--- src/include/fsm_pkg.sv ---
package fsm_pkg;

    // ****************************************
    // register map (byte addresses)
    // ****************************************
    localparam logic [7:0] REG_CTRL = 8'h00;
    localparam logic [7:0] REG_STATUS = 8'h04;
    localparam logic [7:0] REG_ERRCODE = 8'h08;
    localparam logic [7:0] REG_LINKOK = 8'h0c;
    localparam logic [7:0] REG_PFACK = 8'h10;

    // ctrl fields
    localparam int CTRL_TMO_DIS = 0;
    localparam int CTRL_CONFIGURED = 1;
    localparam int CTRL_THREE_WORDS = 2;
    localparam logic [31:0] CTRL_RESET = 32'h0000_0000;

    // ****************************************
    // codes and timing
    // ****************************************
    localparam logic [15:0] SYS_ERR_CODE = 16'h005b;
    localparam logic [15:0] SHORT_OUT_CODE = 16'h0053;
    localparam logic [15:0] ZERO_WORD = 16'h0000;
    localparam int CLK_HZ = 100_000_000;
    localparam int BLINK_PERIOD_MS = 1000;
    localparam int BLINK_HALF_CYC = (CLK_HZ / 1000) * BLINK_PERIOD_MS / 2;

    typedef struct packed {
        logic remote_check_led;
        logic bus_active_led;
        logic remote_disable_led;
        logic param_exchange_led;
        logic system_fault_led;
    } fsm_leds_t;

    typedef enum logic [2:0] {
        FSM_RUN = 3'b001,
        FSM_NODATA = 3'b010,
        FSM_ERROR = 3'b100
    } fsm_state_t;

endpackage

--- src/verilog/fsm_monitor.sv ---
`timescale 1ns/1ps
module fsm_monitor
    import fsm_pkg::*;
#(
    parameter int N_DRIVES = 4,
    parameter int BLINK_HALF = BLINK_HALF_CYC
) (
    // clock and reset
    input wire logic ref_clk_i,
    input wire logic nrst_i,
    // apb slave
    input wire logic psel_i,
    input wire logic penable_i,
    input wire logic pwrite_i,
    input wire logic [7:0] paddr_i,
    input wire logic [31:0] pwdata_i,
    output logic [31:0] prdata_o,
    output logic pready_o,
    output logic pslverr_o,
    // fieldbus side status pins
    input wire logic remote_in_ok_i,
    input wire logic bus_running_i,
    input wire logic cyclic_data_i,
    input wire logic out_seg_off_i,
    input wire logic param_traffic_i,
    input wire logic fieldbus_timeout_i,
    input wire logic hw_defect_i,
    input wire logic short_out_i,
    input wire logic maint_switch_on_i,
    // process data from master
    input wire logic [N_DRIVES*48-1:0] pout_data_i,
    input wire logic [7:0] dout_i,
    // drive side
    input wire logic [N_DRIVES-1:0] drive_alive_i,
    input wire logic [N_DRIVES*16-1:0] drive_stat1_i,
    input wire logic [7:0] hw_err_detail_i,
    input wire logic read_system_error_cmd_i,
    output logic [N_DRIVES*48-1:0] pout_data_o,
    output logic [7:0] dout_o,
    output logic [N_DRIVES*16-1:0] pin_stat1_o,
    output logic [N_DRIVES-1:0] drive_inhibit_o,
    output logic [7:0] sys_err_rd_o,
    output logic periph_fault_o,
    // indicators
    output fsm_leds_t leds_o
);

    // ****************************************
    // input synchronisers
    // ****************************************
    localparam int NS = 10;
    logic [NS-1:0] s1, s2;
    logic [N_DRIVES-1:0] a1, a2;
    logic rin, brun, cyc, oseg, ptr, fto, hwd, sho, mnt, rdc;
    always_ff @(posedge ref_clk_i or negedge nrst_i) begin
        if (!nrst_i) begin
            s1 <= '0;
            s2 <= '0;
            a1 <= '0;
            a2 <= '0;
        end else begin
            s1 <= {read_system_error_cmd_i, maint_switch_on_i, short_out_i, hw_defect_i,
                   fieldbus_timeout_i, param_traffic_i, out_seg_off_i, cyclic_data_i,
                   bus_running_i, remote_in_ok_i};
            s2 <= s1;
            a1 <= drive_alive_i;
            a2 <= a1;
        end
    end
    assign {rdc, mnt, sho, hwd, fto, ptr, oseg, cyc, brun, rin} = s2;

    // ****************************************
    // registers
    // ****************************************
    logic [31:0] ctrl;
    logic pf_flag;
    logic [7:0] err_detail;
    logic [N_DRIVES-1:0] timed_out;
    logic blink;
    fsm_state_t state, next_state;

    function automatic logic [31:0] rd_mux(input logic [7:0] a, input logic [31:0] st,
                                           input logic [31:0] c, input logic [7:0] e,
                                           input logic [N_DRIVES-1:0] ok);
        logic [31:0] r;
        r = 32'h0000_0000;
        case (a)
            REG_CTRL: r = c;
            REG_STATUS: r = st;
            REG_ERRCODE: r = {24'h000000, e};
            REG_LINKOK: r = 32'(ok);
            REG_PFACK: r = 32'h0000_0000;
            default: r = 32'h0000_0000;
        endcase
        return r;
    endfunction

    function automatic logic addr_ok(input logic [7:0] a);
        return a == REG_CTRL || a == REG_STATUS || a == REG_ERRCODE || a == REG_LINKOK ||
               a == REG_PFACK;
    endfunction

    logic acc, wr;
    assign acc = psel_i && penable_i;
    assign wr = acc && pwrite_i && addr_ok(paddr_i);
    assign pready_o = 1'b1;
    assign pslverr_o = acc && !addr_ok(paddr_i);

    logic [31:0] status_word;
    assign status_word = {24'h000000, 1'b0, pf_flag, state == FSM_ERROR,
                          state == FSM_NODATA, |timed_out, hwd, fto, rin};

    always_ff @(posedge ref_clk_i or negedge nrst_i) begin
        if (!nrst_i) begin
            ctrl <= CTRL_RESET;
        end else if (wr && paddr_i == REG_CTRL) begin
            ctrl <= pwdata_i;
        end
    end

    always_ff @(posedge ref_clk_i or negedge nrst_i) begin
        if (!nrst_i) begin
            prdata_o <= 32'h0000_0000;
        end else if (psel_i && !penable_i && !pwrite_i) begin
            prdata_o <= rd_mux(paddr_i, status_word, ctrl, err_detail, ~timed_out);
        end
    end

    // peripheral fault: set wins over acknowledge
    always_ff @(posedge ref_clk_i or negedge nrst_i) begin
        if (!nrst_i) begin
            pf_flag <= 1'b0;
        end else if (sho) begin
            pf_flag <= 1'b1;
        end else if (wr && paddr_i == REG_PFACK && pwdata_i[0]) begin
            pf_flag <= 1'b0;
        end
    end
    assign periph_fault_o = pf_flag;

    // detail code loaded every cycle while defect present and held after it clears, readable by the control program
    always_ff @(posedge ref_clk_i or negedge nrst_i) begin
        if (!nrst_i) begin
            err_detail <= 8'h00;
            sys_err_rd_o <= 8'h00;
        end else begin
            if (hwd) begin
                err_detail <= hw_err_detail_i;
            end
            if (rdc) begin
                sys_err_rd_o <= err_detail;
            end
        end
    end

    // ****************************************
    // blink divider
    // ****************************************
    logic [31:0] bcnt;
    always_ff @(posedge ref_clk_i or negedge nrst_i) begin
        if (!nrst_i) begin
            bcnt <= 32'h0000_0000;
            blink <= 1'b0;
        end else if (bcnt == 32'(BLINK_HALF - 1)) begin
            bcnt <= 32'h0000_0000;
            blink <= !blink;
        end else begin
            bcnt <= bcnt + 32'h0000_0001;
        end
    end

    // ****************************************
    // drive link state
    // ****************************************
    always_ff @(posedge ref_clk_i or negedge nrst_i) begin
        if (!nrst_i) begin
            timed_out <= '0;
        end else begin
            timed_out <= ~a2;
        end
    end

    always_comb begin
        next_state = FSM_RUN;
        if (hwd) begin
            next_state = FSM_ERROR;
        end else if (!ctrl[CTRL_CONFIGURED] || !mnt || &timed_out) begin
            next_state = FSM_NODATA;
        end else if (|timed_out) begin
            next_state = FSM_ERROR;
        end
    end

    always_ff @(posedge ref_clk_i or negedge nrst_i) begin
        if (!nrst_i) begin
            state <= FSM_RUN;
        end else begin
            state <= next_state;
        end
    end

    // ****************************************
    // process data path
    // ****************************************
    logic zero_out;
    assign zero_out = fto && !ctrl[CTRL_TMO_DIS];

    genvar g;
    generate
        for (g = 0; g < N_DRIVES; g++) begin : g_drv
            always_ff @(posedge ref_clk_i or negedge nrst_i) begin
                if (!nrst_i) begin
                    pout_data_o[g*48 +: 48] <= '0;
                    pin_stat1_o[g*16 +: 16] <= ZERO_WORD;
                    drive_inhibit_o[g] <= 1'b0;
                end else begin
                    if (zero_out || hwd) begin
                        // third word is ramp time; zero gives rapid stop
                        pout_data_o[g*48 +: 48] <= {ZERO_WORD, ZERO_WORD, ZERO_WORD};
                    end else if (!ctrl[CTRL_THREE_WORDS]) begin
                        pout_data_o[g*48 +: 48] <= {ZERO_WORD, pout_data_i[g*48 +: 32]};
                    end else begin
                        pout_data_o[g*48 +: 48] <= pout_data_i[g*48 +: 48];
                    end
                    if (hwd || timed_out[g]) begin
                        pin_stat1_o[g*16 +: 16] <= SYS_ERR_CODE;
                    end else if (sho) begin
                        pin_stat1_o[g*16 +: 16] <= SHORT_OUT_CODE;
                    end else begin
                        pin_stat1_o[g*16 +: 16] <= drive_stat1_i[g*16 +: 16];
                    end
                    drive_inhibit_o[g] <= hwd;
                end
            end
        end
    endgenerate

    always_ff @(posedge ref_clk_i or negedge nrst_i) begin
        if (!nrst_i) begin
            dout_o <= 8'h00;
        end else begin
            dout_o <= (zero_out || hwd) ? 8'h00 : dout_i;
        end
    end

    // ****************************************
    // indicators
    // ****************************************
    always_ff @(posedge ref_clk_i or negedge nrst_i) begin
        if (!nrst_i) begin
            leds_o <= '0;
        end else begin
            leds_o.remote_check_led <= rin;
            leds_o.bus_active_led <= brun && (cyc || blink);
            leds_o.remote_disable_led <= oseg;
            leds_o.param_exchange_led <= ptr;
            unique case (state)
                FSM_RUN: leds_o.system_fault_led <= 1'b0;
                FSM_NODATA: leds_o.system_fault_led <= 1'b1;
                FSM_ERROR: leds_o.system_fault_led <= blink;
                default: leds_o.system_fault_led <= 1'b1;
            endcase
        end
    end
endmodule

--- config.mk ---
export PLATFORM = sky130hd
export DESIGN_NAME = fsm_monitor
export DESIGN_NICKNAME = d
export VERILOG_FILES = /design/src/include/fsm_pkg.sv /design/src/verilog/fsm_monitor.sv
export SDC_FILE = /design/constraint.sdc
export NUM_CORES = 1
export LEC_CHECK = 0
export ABC_AREA = 1
export BUFFER_PORTS_ARGS = -buffer_cell sky130_fd_sc_hd__buf_2
export CORE_AREA = 5 5 247 249
export DETAILED_ROUTE_END_ITERATION = 6
export DIE_AREA = 0 0 252 254
export SLEW_MARGIN = 20
export SYNTH_ARGS = -nofsm -noshare
export SYNTH_HDL_FRONTEND = slang
export SYNTH_SLANG_ARGS = --single-unit
--- constraint.sdc ---
create_clock -name ref_clk_i -period 1.9 [get_ports ref_clk_i]
set_clock_uncertainty 0.15 [all_clocks]
set_input_delay 0.095 -clock ref_clk_i [delete_from_list [all_inputs] [get_ports ref_clk_i]]
set_output_delay 0.095 -clock ref_clk_i [all_outputs]
set_load 0.1 [all_outputs]
==> Flow_metrics.wiki <==
{| class="wikitable"
! Metric !! Value
|-
| Largest cells by area after synthesis || sky130_fd_sc_hd__dfrtp_1 (68%), sky130_fd_sc_hd__nor2_1 (8.6%), sky130_fd_sc_hd__nand2_1 (7.5%)
|-
| DR DRC count || 0
|-
| Core region area || 58460 um^2
|-
| Worst-path cell chain || buf_2
|-
| Final routed wirelength across all metal layers || 58610 um
|-
| RSZ-0062 raised after global routing || false
|-
| Part of the Yosys area used for sequential elements || 0.6838
|-
| Area used by sequential logic in the layout || 10490 um^2
|-
| Drt first-iter violations || 930
|-
| Number of distinct standard cells referenced by the synthesized netlist || 32
|-
| CTS Buffer Depth || 3
|-
| Most frequently used flop master after synthesis || sky130_fd_sc_hd__dfrtp_1
|-
| Count of filler cells inserted in the layout || 5563
|-
| Signal arrival time at the worst endpoint || 1.54 ns
|-
| Buffer and inverter count on the worst path || 1
|-
| Synth Cell Area || 15340 um^2
|-
| Post-synth top cells || sky130_fd_sc_hd__dfrtp_1 (418), sky130_fd_sc_hd__nor2_1 (353), sky130_fd_sc_hd__nand2_1 (307), sky130_fd_sc_hd__inv_1 (277), sky130_fd_sc_hd__nand3_1 (72)
|-
| Fraction of synthesis flops using an asynchronous set or reset pin || 1.000
|-
| I/O pin total || 647
|-
| Relative slew slack || 0.4370
|-
| Number of nets with antenna violations after detailed routing || 0
|-
| Share of post-route cells with drive strength above 1 || 0.3000
|-
| Gate count after technology mapping || 1599
|-
| Setup TNS || 0 ns
|-
| Final period utilization || 0.9389
|-
| Final Power || 21.51 mW
|-
| Number of nets in the layout || 2946
|-
| Root Buffer Master || sky130_fd_sc_hd__clkbuf_16
|-
| Multi-input gate area || 3518 um^2
|-
| Number of flip-flops and latches in the synthesized netlist || 419
|-
| Count of warnings emitted by yosys || 0
|-
| Maximum number of pins on one net before global-route repair || 94
|-
| Number of levels in the clock H-tree || 2
|-
| Post-cts gate resize count || 0
|-
| Synthesized area per cell || 9.591 um^2
|-
| Number of antenna violations at the first check in global routing || 12
|-
| Result of the run || completed
|-
| Required time at the endpoint of the critical path || 1.65 ns
|-
| Worst-path cell with the longest stage delay || sky130_fd_sc_hd__buf_2
|-
| Highest clock rate || 560.6 MHz
|-
| Die Area || 64010 um^2
|-
| Tmin final || 1.784 ns
|-
| Effective utilization at floorplan || 0.2623
|-
| CTS buffer count || 48
|-
| Biggest area consumer among synthesized cells || sky130_fd_sc_hd__dfrtp_1
|-
| Skew-Pair Late Insertion Delay || 0.56 ns
|-
| Total power density per cell area || 872.1 nW/um^2
|-
| Max capacitance violation total || 0
|-
| Gate family responsible for the most delay along the worst path || buffers and inverters
|-
| Critical setup path kind || reg -> out
|-
| Overall global routing resource usage || 0.1753
|-
| Drt wl/cell || 17.09 um
|-
| P_leak || 13.75 nW
|-
| Setup crit end kind || output port
|-
| Final-report max-slew violation count || 0
|-
| Area growth from synthesis to layout || 60.86%
|-
| Final weighted congestion in routability-driven placement || 0.9322
|-
| CP Launch Type || register
|-
| Overall via count from detail_route || 14315
|-
| Number of hold-slack violations in the final timing report || 0
|-
| Yosys top cell area share || 0.6821
|-
| Syn_nets || 1931
|-
| Via count of the first global-routing pass || 15464
|-
| Setup Viol. Count Final || 0
|-
| Floorplan die height || 254 um
|-
| Maximum ir drop on the vdd rail || 732.3 uV
|-
| Pin slew with the least headroom to its limit || 0.8418 ns
|-
| Clock tree from TritonCTS || built
|-
| Detailed-route vias per instance || 4.175
|-
| Total overflow reported by the global router || 0
|-
| Highest fanout seen on the critical path || 3
|-
| Most common cell in the netlist || sky130_fd_sc_hd__dfrtp_1
|-
| Post-detailed-placement half-perimeter wirelength || 42120 um
|-
| Number of flops mapped to enable cells by yosys || 0
|-
| Wire length of the first global-routing pass || 88240 um
|-
| Site row count || 89
|-
| Worst min-delay path class || in -> async
|-
| Clk pin slew, worst setup/hold paths || 0.06 ns
|-
| Pre-Repair DR Iteration Count || 5
|-
| X dimension of the die || 252 um
|-
| Slowest stage delay, CP || 0.49 ns
|-
| Buffers inserted during post-CTS setup optimization || 0
|-
| Input/output buffers || 645
|-
| Total clock sinks || 419
|}
==> logic make-up (layout without fill, tap and decap cells) <==
family | after synthesis | in the layout | synth area share
AO/OA/AOI/OAI | 60 | 60 | 0.02032
XOR/XNOR | 13 | 13 | 0.007424
buffers and inverters | 339 | 1387 | 0.08779
adder cells (fa/ha/maj) | 1 | 1 | 0.0008157
flip-flops | 419 | 419 | 0.6838
other | 1 | 10 | 0.0002445
AND/OR/NAND/NOR | 766 | 766 | 0.1996
==> through the flow <==
step	std cells	hold WS (ns)	utilization	cell area, um^2	setup slack, ns
after global placement	3006	-0.1795	0.3384	19780	0.2148
after CTS	3420	0.002706	0.4216	24650	0.09409
after floorplan	1599	-0.3506	-	15350	0.2665
after global routing	3426	0.01272	0.4218	24660	0.04607
after detailed placement	3006	-0.1864	0.3384	19780	0.1452
final	3429	0.02813	0.4220	24670	0.1161
==> cells in the final DEF, fill, tap and decap left out, types with 3 or more instances in the layout <==
master	count
sky130_fd_sc_hd__nand3_1	72
sky130_fd_sc_hd__nand4_1	5
sky130_fd_sc_hd__xnor2_1	6
sky130_fd_sc_hd__nor3_1	3
sky130_fd_sc_hd__nand2_1	307
sky130_fd_sc_hd__dfrtp_1	417
sky130_fd_sc_hd__o21ai_0	17
sky130_fd_sc_hd__xor2_1	7
sky130_fd_sc_hd__inv_1	276
sky130_fd_sc_hd__diode_2	9
sky130_fd_sc_hd__nor2_1	353
sky130_fd_sc_hd__or2_2	16
sky130_fd_sc_hd__clkinv_2	9
sky130_fd_sc_hd__buf_12	12
sky130_fd_sc_hd__o21ai_1	27
sky130_fd_sc_hd__clkbuf_8	9
sky130_fd_sc_hd__dlygate4sd3_1	331
sky130_fd_sc_hd__buf_4	38
sky130_fd_sc_hd__a21o_1	3
sky130_fd_sc_hd__buf_2	643
sky130_fd_sc_hd__a21oi_1	11
sky130_fd_sc_hd__clkbuf_16	49
sky130_fd_sc_hd__clkbuf_1	10
sky130_fd_sc_hd__bufinv_16	3
==> power breakdown <==
group / leakage, nW / switching (mW) / internal, mW
logic: 7.45 / 2.20 / 0.965
clock network: 0.771 / 3.64 / 5.46
registers: 5.53 / 0.0947 / 9.15
==> registers in the layout (all words and copies together), names as in the netlist <==
| register | flops |
|---|---|
| pout_data_o | 192 |
| pin_stat1_o | 64 |
| bcnt | 32 |
| ctrl | 32 |
| prdata_o | 32 |
| s1 | 10 |
| s2 | 10 |
| dout_o | 8 |
| err_detail | 8 |
| sys_err_rd_o | 8 |
| leds_o | 5 |
| a1 | 4 |
| a2 | 4 |
| timed_out | 4 |
| state | 3 |
| blink | 1 |
| drive_inhibit_o | 1 |
| periph_fault_o | 1 |
==> final timing paths <==
check | start | end | slack (ns) | cells past startpoint
worst min-delay path | nrst_i | prdata_o[0]$_DFFE_PN0P_ | 0.03 | 3
max in group asynchronous | nrst_i | sys_err_rd_o[7]$_DFFE_PN0P_ | 0.36 | 3
worst max-delay path | periph_fault_o$_DFFE_PN0P_ | periph_fault_o | 0.12 | 1
worst max register to register | bcnt[1]$_DFF_PN0_ | bcnt[7]$_DFF_PN0_ | 0.14 | 8
min in group ref_clk_i | short_out_i | s1[7]$_DFF_PN0_ | 0.04 | 2
worst min register to register | s1[8]$_DFF_PN0_ | s2[8]$_DFF_PN0_ | 0.19 | 0
==> per-layer routing <==
metal,global-route usage,up-vias,share of wire
met1,0.2187,6860,0.40
met5,0,-,0.00060
met4,0.06684,8,0.041
met2,0.2908,569,0.49
li1,-,6718,-
met3,0.04964,160,0.073
==> area by class of cell <==
type,count,area share
multi-input cells,841,0.1426
repair buffers,1025,0.2867
well taps,773,0.03921
inverters,279,0.04266
flip-flops and latches,419,0.4251
clock inverters,15,0.006543
clock buffers,68,0.05625
diodes,9,0.0009130
==> what timing repair did <==
item / CTS / global route
hold buffers: 331 / 0
hold endpoints to repair: 738 / 0
endpoints found under the setup margin: 0 / 0
(Power assumes the default switching activity.)
